--- config.mk ---
export PLATFORM = sky130hd
export DESIGN_NAME = hpd_pin_ctrl
export DESIGN_NICKNAME = d
export VERILOG_FILES = /design/src/hpd_pkg.sv /design/src/hpd_pin_ctrl.sv /design/src/hpd_sync3.sv
export VERILOG_INCLUDE_DIRS = /design/src
export SDC_FILE = /design/constraint.sdc
export NUM_CORES = 1
export LEC_CHECK = 0
export BUFFER_PORTS_ARGS = -buffer_cell sky130_fd_sc_hd__buf_4
export CAP_MARGIN = 20
export CORE_AREA = 2 2 152 154
export DETAILED_ROUTE_END_ITERATION = 8
export DIE_AREA = 0 0 154 156
export PLACE_DENSITY = 0.7
export SETUP_SLACK_MARGIN = 0.5
export SKIP_CTS_REPAIR_TIMING = 1
export SYNTH_ARGS = -nofsm -noshare
export SYNTH_HDL_FRONTEND = slang
export SYNTH_SLANG_ARGS = --single-unit
--- constraint.sdc ---
create_clock -name clk_sys -period 9.8 [get_ports clk_sys]
set_clock_uncertainty 0.05 [all_clocks]
set_input_delay 1.96 -clock clk_sys [delete_from_list [all_inputs] [get_ports clk_sys]]
set_output_delay 1.96 -clock clk_sys [all_outputs]
set_load 0.02 [all_outputs]
--- src/hpd_defs.svh ---
// Purpose: Widths, reset values and timing counts of the host port pin control.
// Assumes: Included by the package, by hpd_pin_ctrl and by the host model.
// Notes: Definitions only.
`ifndef HPD_DEFS_SVH
`define HPD_DEFS_SVH

`define HPD_ADDR_W 16
`define HPD_DATA_W 16
`define HPD_BYTE_W 8
`define HPD_CTRL_W 7
`define HPD_CLK_PERIOD_NS 40
// Edges after reset release before the strap sample is trusted
`define HPD_STRAP_WAIT 3'h4
`define HPD_DATA_RST 16'h0000
`define HPD_BYTE_RST 8'h00
// Bit positions inside the synchronised control word
`define HPD_C_WIDE 0
`define HPD_C_STRAP 1
`define HPD_C_FLOAT_N 2
`define HPD_C_TAKEOVER 3
`define HPD_C_CS_N 4
`define HPD_C_RW 5
`define HPD_C_STROBE_N 6
// Idle levels: float, select and strobe inactive high
`define HPD_CTRL_RST 7'h54

`endif

--- src/hpd_pkg.sv ---
// Purpose: Types shared by the host port pin control.
// Assumes: hpd_defs.svh holds the numbers.
// Notes: None.
`include "hpd_defs.svh"

package hpd_pkg;

	typedef enum logic [1:0] {
		HPD_IDLE = 2'b00,
		HPD_READ_WAIT = 2'b01,
		HPD_READ_DRIVE = 2'b10,
		HPD_WRITE = 2'b11
	} hpd_state_t;

	typedef struct packed {
		logic req;
		logic we;
		logic [`HPD_ADDR_W-1:0] addr;
		logic [`HPD_DATA_W-1:0] wdata;
	} hpd_mem_req_t;

	typedef struct packed {
		logic [`HPD_DATA_W-1:0] out;
		logic oe_n;
		logic keeper_on;
	} hpd_main_pins_t;

	typedef struct packed {
		logic [`HPD_BYTE_W-1:0] out;
		logic [`HPD_BYTE_W-1:0] oe_n;
		logic [`HPD_BYTE_W-1:0] keeper_on;
	} hpd_byte_pins_t;

endpackage : hpd_pkg

--- src/hpd_pin_ctrl.sv ---
// Purpose: Pin control of the main data bus, address pins and host byte pins.
// Assumes: Pins pass hpd_sync3; core and memory side share clk_sys.
// Notes: Pin levels are resolved outside from out, oe_n and keeper_on.
// Contract
// - In wide mode the host addresses internal memory through the sixteen address pins.
// - In wide mode the host reads and writes internal memory over the sixteen data pins.
// - The main data bus is shared between core, external memory and I/O, and the host port.
// - The main data bus floats when not outputting, in reset, or under bus takeover.
// - The main data bus floats whenever the global float input is low.
// - An undriven bus with its keeper enabled holds the level last driven.
// - Main bus keepers are off at reset and then follow the main keeper enable bit.
// - Host byte keepers are off at reset and then follow the host keeper enable bit.
// - In wide mode the host byte pins serve as general-purpose I/O.
// - The host byte bus floats when not outputting or when the float input is low.
// - A high wide mode select chooses the non-multiplexed mode with no host interrupts.
// - The host port enable strap is sampled after reset; if low the port stays off.
`timescale 1ns/1ps
`default_nettype none
`include "hpd_defs.svh"

module hpd_pin_ctrl (
	input wire logic clk_sys,
	input wire logic reset,
	input wire logic wide_mode_select,
	input wire logic host_port_strap_enable,
	input wire logic float_n,
	input wire logic takeover_req,
	input wire logic host_cs_n,
	input wire logic host_rw,
	input wire logic host_strobe_n,
	input wire logic [`HPD_ADDR_W-1:0] wide_address_pins,
	input wire logic [`HPD_DATA_W-1:0] main_data_pins_in,
	input wire logic [`HPD_BYTE_W-1:0] host_byte_pins_in,
	input wire logic main_keeper_enable,
	input wire logic host_keeper_enable,
	input wire logic core_drive,
	input wire logic [`HPD_DATA_W-1:0] core_wdata,
	input wire logic host_byte_drive,
	input wire logic [`HPD_BYTE_W-1:0] host_byte_wdata,
	input wire logic [`HPD_BYTE_W-1:0] gpio_out,
	input wire logic [`HPD_BYTE_W-1:0] gpio_dir,
	input wire logic mem_rvalid,
	input wire logic [`HPD_DATA_W-1:0] mem_rdata,
	output hpd_pkg::hpd_main_pins_t main_pins_q,
	output hpd_pkg::hpd_byte_pins_t byte_pins_q,
	output hpd_pkg::hpd_mem_req_t mem_req_q,
	output logic [`HPD_DATA_W-1:0] main_data_rd_q,
	output logic [`HPD_BYTE_W-1:0] gpio_in_q,
	output logic core_grant_q,
	output logic host_port_en_q,
	output logic wide_mode_q
);
	import hpd_pkg::*;

	////////////////////////////////////////////////////////////////////////////
	// Pin synchronisers

	logic [`HPD_CTRL_W-1:0] ctrl_s;
	logic [`HPD_ADDR_W-1:0] addr_s;
	logic [`HPD_DATA_W-1:0] data_s;
	logic [`HPD_BYTE_W-1:0] byte_s;

	hpd_sync3 #(.WIDTH(`HPD_CTRL_W), .RST_VAL(`HPD_CTRL_RST)) u_sync_ctrl (
		.clk_sys(clk_sys),
		.reset(reset),
		.pin_in({host_strobe_n, host_rw, host_cs_n, takeover_req, float_n,
			host_port_strap_enable, wide_mode_select}),
		.stable_q(ctrl_s)
	);

	hpd_sync3 #(.WIDTH(`HPD_ADDR_W), .RST_VAL(`HPD_DATA_RST)) u_sync_addr (
		.clk_sys(clk_sys),
		.reset(reset),
		.pin_in(wide_address_pins),
		.stable_q(addr_s)
	);

	hpd_sync3 #(.WIDTH(`HPD_DATA_W), .RST_VAL(`HPD_DATA_RST)) u_sync_data (
		.clk_sys(clk_sys),
		.reset(reset),
		.pin_in(main_data_pins_in),
		.stable_q(data_s)
	);

	hpd_sync3 #(.WIDTH(`HPD_BYTE_W), .RST_VAL(`HPD_BYTE_RST)) u_sync_byte (
		.clk_sys(clk_sys),
		.reset(reset),
		.pin_in(host_byte_pins_in),
		.stable_q(byte_s)
	);

	logic wide_s;
	logic strap_s;
	logic float_n_s;
	logic takeover_s;
	logic cs_n_s;
	logic rw_s;
	logic strobe_n_s;

	assign wide_s = ctrl_s[`HPD_C_WIDE];
	assign strap_s = ctrl_s[`HPD_C_STRAP];
	assign float_n_s = ctrl_s[`HPD_C_FLOAT_N];
	assign takeover_s = ctrl_s[`HPD_C_TAKEOVER];
	assign cs_n_s = ctrl_s[`HPD_C_CS_N];
	assign rw_s = ctrl_s[`HPD_C_RW];
	assign strobe_n_s = ctrl_s[`HPD_C_STROBE_N];

	////////////////////////////////////////////////////////////////////////////
	// Strap capture after reset release

	logic [2:0] strap_cnt_q;
	logic [2:0] strap_cnt_d;
	logic strap_done_q;
	logic strap_done_d;
	logic host_port_en_d;

	// Waits for the synchroniser to fill so the strap is not read as its reset value
	always_comb begin
		strap_cnt_d = strap_cnt_q;
		strap_done_d = strap_done_q;
		host_port_en_d = host_port_en_q;
		if (!strap_done_q) begin
			if (strap_cnt_q == `HPD_STRAP_WAIT) begin
				strap_done_d = 1'b1;
				host_port_en_d = strap_s;
			end else begin
				strap_cnt_d = strap_cnt_q + 3'h1;
			end
		end
	end

	always_ff @(posedge clk_sys or posedge reset) begin
		if (reset) begin
			strap_cnt_q <= 3'h0;
			strap_done_q <= 1'b0;
			host_port_en_q <= 1'b0;
		end else begin
			strap_cnt_q <= strap_cnt_d;
			strap_done_q <= strap_done_d;
			host_port_en_q <= host_port_en_d;
		end
	end

	////////////////////////////////////////////////////////////////////////////
	// Host access in wide mode

	hpd_state_t state_q;
	hpd_state_t state_d;
	logic strobe_prev_q;
	logic [`HPD_DATA_W-1:0] hold_rdata_q;
	logic [`HPD_DATA_W-1:0] hold_rdata_d;
	hpd_mem_req_t mem_req_d;
	logic wide_active;
	logic strobe_fall;

	// Host interrupts do not exist in this mode, so none are raised
	assign wide_active = wide_s && host_port_en_q;
	assign strobe_fall = strobe_prev_q && !strobe_n_s && !cs_n_s;

	always_comb begin
		state_d = state_q;
		hold_rdata_d = hold_rdata_q;
		mem_req_d = mem_req_q;
		mem_req_d.req = 1'b0;
		unique case (state_q)
			HPD_IDLE: begin
				if (wide_active && strobe_fall) begin
					mem_req_d.addr = addr_s;
					if (rw_s) begin
						mem_req_d.req = 1'b1;
						mem_req_d.we = 1'b0;
						state_d = HPD_READ_WAIT;
					end else begin
						state_d = HPD_WRITE;
					end
				end
			end
			HPD_READ_WAIT: begin
				if (mem_rvalid) begin
					hold_rdata_d = mem_rdata;
					state_d = HPD_READ_DRIVE;
				end
			end
			HPD_READ_DRIVE: begin
				if (strobe_n_s) begin
					state_d = HPD_IDLE;
				end
			end
			HPD_WRITE: begin
				// Data is taken at the strobe's end, when the host has settled it
				if (strobe_n_s) begin
					mem_req_d.req = 1'b1;
					mem_req_d.we = 1'b1;
					mem_req_d.wdata = data_s;
					state_d = HPD_IDLE;
				end
			end
		endcase
		if (!wide_active && state_q != HPD_READ_WAIT) begin
			state_d = HPD_IDLE;
		end
	end

	always_ff @(posedge clk_sys or posedge reset) begin
		if (reset) begin
			state_q <= HPD_IDLE;
			strobe_prev_q <= 1'b1;
			hold_rdata_q <= `HPD_DATA_RST;
			mem_req_q <= '0;
		end else begin
			state_q <= state_d;
			strobe_prev_q <= strobe_n_s;
			hold_rdata_q <= hold_rdata_d;
			mem_req_q <= mem_req_d;
		end
	end

	////////////////////////////////////////////////////////////////////////////
	// Main data bus

	hpd_main_pins_t main_pins_d;
	logic core_grant_d;
	logic host_drive;
	logic main_drive;

	// Host read data owns the bus while presented; the core waits on its grant
	assign host_drive = (state_q == HPD_READ_DRIVE);
	assign main_drive = (host_drive || core_drive) && float_n_s && !takeover_s;

	always_comb begin
		main_pins_d = main_pins_q;
		core_grant_d = !host_drive && (state_q == HPD_IDLE);
		main_pins_d.oe_n = !main_drive;
		if (main_drive) begin
			main_pins_d.out = host_drive ? hold_rdata_q : core_wdata;
		end
		// Out keeps the last driven word for the keeper
		main_pins_d.keeper_on = main_keeper_enable && !main_drive;
	end

	always_ff @(posedge clk_sys or posedge reset) begin
		if (reset) begin
			main_pins_q <= '{out: `HPD_DATA_RST, oe_n: 1'b1, keeper_on: 1'b0};
			core_grant_q <= 1'b0;
			main_data_rd_q <= `HPD_DATA_RST;
			wide_mode_q <= 1'b0;
		end else begin
			main_pins_q <= main_pins_d;
			core_grant_q <= core_grant_d;
			main_data_rd_q <= data_s;
			wide_mode_q <= wide_s;
		end
	end

	////////////////////////////////////////////////////////////////////////////
	// Host byte pins

	hpd_byte_pins_t byte_pins_d;
	logic [`HPD_BYTE_W-1:0] byte_drive;

	always_comb begin
		byte_pins_d = byte_pins_q;
		if (!float_n_s) begin
			byte_drive = '0;
		end else if (wide_s) begin
			byte_drive = gpio_dir;
		end else if (host_port_en_q && host_byte_drive) begin
			byte_drive = '1;
		end else begin
			byte_drive = '0;
		end
		byte_pins_d.oe_n = ~byte_drive;
		for (int i = 0; i < `HPD_BYTE_W; i++) begin
			if (byte_drive[i]) begin
				byte_pins_d.out[i] = wide_s ? gpio_out[i] : host_byte_wdata[i];
			end
		end
		byte_pins_d.keeper_on = host_keeper_enable ? ~byte_drive : '0;
	end

	always_ff @(posedge clk_sys or posedge reset) begin
		if (reset) begin
			byte_pins_q <= '{out: `HPD_BYTE_RST, oe_n: 8'hFF, keeper_on: 8'h00};
			gpio_in_q <= `HPD_BYTE_RST;
		end else begin
			byte_pins_q <= byte_pins_d;
			gpio_in_q <= byte_s;
		end
	end
endmodule : hpd_pin_ctrl

`default_nettype wire

--- src/hpd_sync3.sv ---
// Purpose: Three-stage pin synchroniser with agreement filter.
// Assumes: Input is asynchronous to clk_sys.
// Notes: A bit changes once stages two and three agree.
`timescale 1ns/1ps
`default_nettype none

module hpd_sync3 #(
	parameter int WIDTH = 1,
	parameter logic [WIDTH-1:0] RST_VAL = '0
) (
	input wire logic clk_sys,
	input wire logic reset,
	input wire logic [WIDTH-1:0] pin_in,
	output logic [WIDTH-1:0] stable_q
);

	logic [WIDTH-1:0] s1_q;
	logic [WIDTH-1:0] s2_q;
	logic [WIDTH-1:0] s3_q;
	logic [WIDTH-1:0] stable_d;

	always_comb begin
		stable_d = stable_q;
		for (int i = 0; i < WIDTH; i++) begin
			if (s2_q[i] == s3_q[i]) begin
				stable_d[i] = s3_q[i];
			end
		end
	end

	always_ff @(posedge clk_sys or posedge reset) begin
		if (reset) begin
			s1_q <= RST_VAL;
			s2_q <= RST_VAL;
			s3_q <= RST_VAL;
			stable_q <= RST_VAL;
		end else begin
			s1_q <= pin_in;
			s2_q <= s1_q;
			s3_q <= s2_q;
			stable_q <= stable_d;
		end
	end

endmodule : hpd_sync3

`default_nettype wire

* Word level (Yosys, flattened, before mapping)
Cells that the tools add are included.
Word-level totals: flip-flop bits (word level) 314, word-level logic and storage cells 200
Operators by class: eq/ne operators 58, bitwise operators 3, multiplexer cells 25, reduce and logical (&&, ||, !) cells 27, add/subtract/negate cells 1
Operators by type and width (count):
- == test 1 bit | 47
- two-way mux 8 bit | 4
- two-way mux 18 bit | 1
- two-way mux 16 bit | 1
- two-way mux 2 bit | 7
- logical AND 1 bit | 10
- two-way mux 1 bit | 10
- AND reduction 2 bit | 5
- NOT 8 bit | 1
- logical NOT 1 bit | 6
- != test 2 x 1 -> 1 bit, second input constant | 3
- != test 3 bit, second input constant | 2
- one-hot mux 2 bit (3 select lines) | 1
- == test 2 bit, second input constant | 2
- one-hot mux 2 bit (2 select lines) | 1
- AND reduction 4 bit | 1
- adder 3 x 1 -> 3 bit, second input constant | 1
- == test 3 bit, second input constant | 1
- != test 3 x 1 -> 1 bit, second input constant | 1
- AND reduction 3 bit | 1
- == test 2 x 1 -> 1 bit, second input constant | 1
- logical NOT 2 bit | 1
- != test 2 bit, second input constant | 1
- NOT 1 bit | 2
- 3 further kinds | 3

* Logic depth before layout (Yosys ltp)
Gate-level depths: netlist of run 1.
depth in word-level cells 7, mapped depth 7

* Hierarchy
From an unflattened synthesis of run 1, not the netlist that was laid out.
Second synthesis, totals: cells, all modules 573, area, all modules 10028.4 um^2
By module, submodules not included:
- hpd_pin_ctrl | cells an instance 334, times used 1, area each 4764.6 um^2
- hpd_sync3 at u_sync_addr ... | cells an instance 81, times used 2, area each 1785.5 um^2
- hpd_sync3 at u_sync_byte | cells an instance 41, times used 1, area each 894.6 um^2
- hpd_sync3 at u_sync_ctrl | cells an instance 36, times used 1, area each 798.3 um^2

* Worst setup path before layout of run 1
No wires, ideal clock.
path kind input to register, start input port host_byte_drive, end register byte_pins_q[16] in the netlist's numbering, slack 6893 ps, stages on the path 5, required time 9627 ps, buffers on the path 1, arrival 2734 ps, cell sequence a21oi_1 > nor2b_1 > clkbuf_1 > nand2_1 > o221a_2
Between the ends: word-level cells in the longest chain between the ends 4
Ends and longest elaborated chain:
- start: declaration | line hpd_pin_ctrl.sv:38 | input wire logic host_byte_drive,
- logical AND 1 bit | line hpd_pin_ctrl.sv:267 | end else if (host_port_en_q && host_byte_drive) begin
- two-way mux 8 bit | line hpd_pin_ctrl.sv:267
- two-way mux 8 bit | line hpd_pin_ctrl.sv:265 | end else if (wide_s) begin
- two-way mux 8 bit | line hpd_pin_ctrl.sv:263 | if (!float_n_s) begin
- end signal: assignment | line hpd_pin_ctrl.sv:283 | byte_pins_q <= '{out: `HPD_BYTE_RST, oe_n: 8'hFF, keeper_on: 8'h00};
- end signal: assignment | line hpd_pin_ctrl.sv:286 | byte_pins_q <= byte_pins_d;
- end: declaration | line hpd_pin_ctrl.sv:45 | output hpd_pkg::hpd_byte_pins_t byte_pins_q,
Every way passes these cells. A chain may end at the register's enable or synchronous reset.

* Worst setup path after layout of run 1
start input port host_byte_drive, end register byte_pins_q[19] in the netlist's numbering
Same word-level chain as after synthesis.

==> results of run 1 <==
report_power, final:
part	total, mW	leakage, nW	internal, mW	switching [mW]
logic	0.378	1.78	0.184	0.195
registers	1.51	3.75	1.43	0.0744
clock network	1.14	0.496	0.666	0.474
how the worst max path moves through the flow:
stage | to | slack, ps | cells after the start
after floorplan | byte_pins_q[0] | 3630 | 1
after global placement | byte_pins_q[19] | 5970 | 5
after detailed placement | byte_pins_q[19] | 5960 | 5
after CTS | host_port_en_q | 6500 | 1
after global routing | byte_pins_q[19] | 6400 | 5
final | byte_pins_q[19] | 6530 | 5
Yosys cell counts, types with 2 or more instances:
cell	instances	area share
dfrtp_1	292	0.74
mux2_2	49	0.056
maj3_1	47	0.047
nand2_1	38	0.014
o21ai_0	28	0.014
dfstp_2	22	0.058
mux2i_1	17	0.017
inv_1	10	0.0038
and2_1	9	0.0057
o221a_2	8	0.0091
o22ai_1	8	0.0050
buf_2	7	0.0035
ha_1	7	0.0088
a21oi_1	6	0.0030
clkbuf_1	3	0.0011
nor2_1	2	0.00076
xnor2_1	2	0.0018
worst register-to-register path: cells and delay by family, from the launching register on:
kind	cells	cell delay (ps)
and+or+nand+nor	2	1200
AOI/OAI and AO/OA	2	440
DFF	1	740
through the flow:
| stage | power [mW] | instance area [um^2] |
|---|---|---|
| after global placement | 1.902 | 11840 |
| after floorplan | 1.717 | 9925 |
| after detailed placement | 1.914 | 11840 |
| final | 3.026 | 12870 |
| after CTS | 3.072 | 12840 |
| after global routing | 3.180 | 12870 |
cell usage in the layout (no fill, tap or decap), types with 2 or more instances in the layout:
cell type / n
a21oi_1: 6
xnor2_1: 2
mux2i_1: 17
o22ai_1: 8
o21ai_0: 28
clkbuf_16: 31
clkbuf_1: 9
clkinv_2: 6
buf_4: 214
maj3_1: 47
clkbuf_8: 7
nand2_1: 38
inv_1: 9
nor2_1: 2
dfrtp_1: 292
o221a_2: 8
dfstp_2: 22
mux2_2: 49
ha_1: 7
and2_1: 9
clkinvlp_4: 2
inv_6: 2
routing by layer:
metal,share of wire,GRT usage,vias up
met1,0.44,0.2101,2604
met3,0.095,0.05083,27
met5,0,0,-
li1,-,-,2431
met4,0.015,0.03872,0
met2,0.45,0.2212,197
kinds of logic after synthesis:
group	after synthesis
flops	314
fa+ha+maj	54
xor+xnor	2
buf+inv	22
compound gates	55
simple gates	56
mux	66
area by class of cell:
| class | count | share of cell area |
|---|---|---|
| Multi-Input combinational cell | 233 | 0.1502 |
| Timing Repair Buffer | 216 | 0.1285 |
| Clock buffer | 47 | 0.07037 |
| Inverter | 10 | 0.003208 |
| Sequential cell | 314 | 0.6126 |
| Tap cell | 285 | 0.02770 |
| Clock inverter | 11 | 0.007484 |
==> flow_summary.yaml, run 1 <==
timing:
  setup-tns-final_ps: 0
  hold_slack_ps: 286.7
  hold_viol_final: 0
  timing.final.crit_period_ps: 3274
  tightest_slew_ps: 1046
  slew_violations: 0
  setup_ws_ps: 6526
  period_share: 0.3341
  slew_headroom: 0.3028
  rsz0062_at_grt: "false"
  fmax_mhz: 305.5
  setup_viol: 0
yosys:
  syn_avg_cell_area_um2: 17.44
  synth_cell_types: 31
  synth_cells: 569
  ys_seq_area_frac: 0.7948
  synth_async_sr_flop_share: 1.000
  syn-num-nets: 686
  synth_ff_type: "dfrtp_1"
  synth_edf_count: 0
  mappedNetlistArea_mm2: 0.009921
  synth_compound_area_frac: 0.03544
  synth-simple-area-share: 0.02863
  muxShareOfSynthArea: 0.07277
  synthAdderAreaFrac: 0.05625
  synth_xor_area_frac: 0.001766
  synth_top_family_by_area: "multiplexers"
  synth-seq-cells: 314
  yosys_warnings: 0
min_path:
  hold_path_class: "reg2reg"
  holdPathEnd: "u_sync_addr.s2_q[3]"
  hp-start: "u_sync_addr.s1_q[3]"
  hold_depth: 0
route:
  drc: 0
  wirelength_um: 17360
  routedWlPerCell_um: 15.56
  vias: 5259
  ant_nets: 0
  drt_iter0_drc: 227
  drt-vias-per-instance: 4.712
  firstDrtPassIters: 4
die:
  fp-row-count: 55
  io_pins: 213
  die_area_mm2: 0.02402
  core_area_mm2: 0.02237
  die_h_um: 156
  die_w_um: 154
  start_util: 0.4436
global_routing:
  antenna_found_initial: 0
  grt_pass1_vias: 5506
  grt_max_degree: 193
  grt.total_usage: 0.1482
  grt-ovfl-total: 0
  grt_pass1_wl_um: 28850
critical_path:
  rr_worst_depth: 4
  crit_chain: "buf_4, a21oi_1, nor2b_1, nand2_1, o221a_2"
  critPathLaunch: "host_byte_drive"
  regToRegEndpoint: "byte_pins_q[19]"
  slowest_delay_ps: 790
  start_kind: "input port"
  arrival_ps: 3650
  crit_buf_inv: 1
  crit_path_max_fanout: 17
  crit_path_top_delay_cell: "nor2b_1"
  critPathKind: "in2reg"
  critPathRequiredTime_ps: 10180
  reg2reg_slack_ps: 7260
  r2r_start: "u_sync_ctrl.stable_q[0]"
  cp_top_family: "simple AND/OR/NAND/NOR gates"
  crit_path_end_kind: "flip-flop"
cells_and_area:
  top_register: "mem_req_q"
  drive_gt1_frac: 0.4176
  stdcell_count: 1116
  reg_top3: "mem_req_q (34), byte_pins_q (24), main_pins_q (18)"
  seqCellArea_mm2: 0.007885
  multiInputGateArea_mm2: 0.001933
  fillerInstances: 1726
  fin_util: 0.5756
  antenna_cells: 0
  largest_reg_flops: 34
  area_growth_pct: 29.75
  num-nets-final: 923
place:
  dp.final_hpwl_um: 11180
  post-place-cells: 1057
  gp_congestion: 0.7421
  pre_cts_ws_ps: 5961
  portBuffers: 212
cts:
  cts_buffers: 31
  cts_tree: "built"
  clk_pin_slew_worst_paths_ps: 60
  cts_root_buffer: "clkbuf_16"
  cts.sinks: 314
  htree_levels: 1
  clk_latency_ps: 540
  cts_buffer_depth: 3
power:
  powerDensity_mw_per_mm2: 235.1
  power_leakage_nw: 6.017
  vdd_drop_max_uv: 194.2
status:
  status: "complete, no violations"
job:
  drv_cap: 0
Note: power is estimated with default switching activity, not from simulation.
==> inputs of run 2 (changes only) <==
- PLACE_DENSITY: 0.7 -> 0.67
- clock period: 9.8 -> 3.2 ns (I/O delays scaled with it)
==> run 2 against run 1 <==
  * Via count up 3.8%
  * Wire length is 5.6% higher
  * Critical path depth grew 2
  * Non-clock buffer count is 6 higher
  * Sequential power grew to 3.1 times the previous value
  * Flip-flop and latch count did not move
  * Sequential share of layout area shrank 0.61 points
  * Clock power rose to 3.3 times the previous value
  * Count of clock-buffer cells in the layout fell by 6
  * Largest cell class unchanged
  * Highest routed layer unchanged
==> flow_summary.yaml, run 2 (synthesized netlist as in run 1, its figures left out) <==
status:
  status: "complete, no violations"
cts:
  cts.sinks: 314
  cts_root_buffer: "clkbuf_16"
  cts_buffer_depth: 3
  cts_tree: "built"
  clk_pin_slew_worst_paths_ps: 60
  htree_levels: 1
  cts_buffers: 31
  clk_latency_ps: 540
power:
  netSwitchingFraction: 0.2383
  total_power_mw: 9.564
  vdd_drop_max_uv: 472.3
  comb_power_share: 0.122
  clock_power_share: 0.393
  powerDensity_mw_per_mm2: 735.6
  p_int_mw: 7.285
  power_leakage_nw: 6.091
  power.switching_mw: 2.279
  p_seq_frac: 0.485
critical_path:
  reg2reg_slack_ps: 1160
  cpMostUsedCell: "buf_4"
  arrival_ps: 2380
  start_kind: "flip-flop"
  crit_path_max_fanout: 34
  endpoint: "main_pins_q[5]"
  r2r_start: "state_q[0]"
  critPathRequiredTime_ps: 3550
  critPathLaunch: "state_q[0]"
  slowest_delay_ps: 420
  crit_path_end_kind: "flip-flop"
  critPathKind: "reg2reg"
  crit_path_top_delay_cell: "ha_1"
  rr_worst_depth: 7
  crit_chain: "inv_1, ha_1, buf_4, o211ai_1, buf_4, nand2_1, o21ai_0"
  regToRegEndpoint: "main_pins_q[5]"
place:
  portBuffers: 212
  pre_cts_ws_ps: 1160
  dp.final_hpwl_um: 12330
  gp_congestion: 0.8212
  post-place-cells: 1064
  dpl-instance-area_mm2: 0.01192
global_routing:
  grt.total_usage: 0.1540
  antenna_found_initial: 0
  grtUsageMet1: 0.2116
  gr-usage-met2: 0.2535
  grt_pass1_vias: 5871
  gr-usage-met3: 0.03361
  grt_max_degree: 80
  busiest_layer: "met2"
  grt_pass1_wl_um: 30030
  grt-ovfl-total: 0
die:
  core_area_mm2: 0.02237
  die_h_um: 156
  die_w_um: 154
  start_util: 0.4436
  die_area_mm2: 0.02402
  fp-row-count: 55
  io_pins: 213
timing:
  hold_slack_ps: 59.11
  timing.final.crit_period_ps: 2036
  setup-tns-final_ps: 0
  rsz0062_at_grt: "false"
  hold_viol_final: 0
  setup_viol: 0
  fmax_mhz: 491.1
  slew_violations: 0
  setup_ws_ps: 1164
  slew_headroom: 0.3809
  tightest_slew_ps: 926.4
  period_share: 0.6364
min_path:
  hold_path_class: "in2async"
cells_and_area:
  area_growth_pct: 31.05
  fin_util: 0.5813
  largest_reg_flops: 34
  num-nets-final: 929
  layout_commonest_cell: "dfrtp_1"
  layout_common_cells: "dfrtp_1 (292), buf_4 (219), mux2_2 (49), maj3_1 (47), nand2_1 (38)"
  top_register: "mem_req_q"
  drive_gt1_frac: 0.4269
  final_area_mm2: 0.01300
  stdcell_count: 1119
  antenna_cells: 0
  reg_top3: "mem_req_q (34), byte_pins_q (24), main_pins_q (18)"
job:
  drv_cap: 0
route:
  drt_iter0_drc: 223
  vias: 5460
  routedWlPerCell_um: 16.39
  ant_nets: 0
  wirelength_um: 18340
  drc: 0
  firstDrtPassIters: 4
  drt-vias-per-instance: 4.879
-- run 2: layout make-up --
| type | count | area [um^2] |
|---|---|---|
| fillers | 1728 | 9364 |
| flip-flops and latches | 314 | 7885 |
| multi-input cells | 233 | 1933 |
| repair buffers | 222 | 1704 |
| clock buffers | 41 | 883.3 |
| well taps | 285 | 356.6 |
| clock inverters | 14 | 197.7 |
| inverters | 10 | 41.29 |
-- run 2: routing by layer --
layer / part of all wire / wire length (um)
met5: 0 / 0
met4: 0.015 / 272
met3: 0.075 / 1376
met2: 0.48 / 8891
met1: 0.43 / 7802
-- run 2: worst max-delay path: cells and delay by family (launching register included) --
family	cells	cell delay [ps]
fa+ha+maj	1	420
flops	1	410
simple gates	1	90
compound gates	2	220
buf+inv	3	690
-- run 2: how the worst min path moves through the flow --
| stage | endpoint | slack, ps |
|---|---|---|
| 2_1_floorplan | u_sync_addr.s2_q[0] | 280 |
| 3_3_place_gp | u_sync_byte.s2_q[1] | 280 |
| 3_5_place_dp | u_sync_byte.s2_q[6] | 280 |
| 4_1_cts | u_sync_addr.s1_q[1] | 40 |
| 5_1_grt | u_sync_addr.s1_q[2] | 60 |
| 6_report | u_sync_addr.s1_q[2] | 60 |
-- run 2: power groups by stage --
stage | Sequential (mW) | Combinational [mW] | Clock (mW)
final | 4.64 | 1.17 | 3.76
after global routing | 4.69 | 1.25 | 4.04
after CTS | 4.64 | 1.19 | 3.87
after detailed placement | 4.71 | 1.18 | 0
after global placement | 4.68 | 1.15 | 0
after floorplan | 4.91 | 0.352 | 0
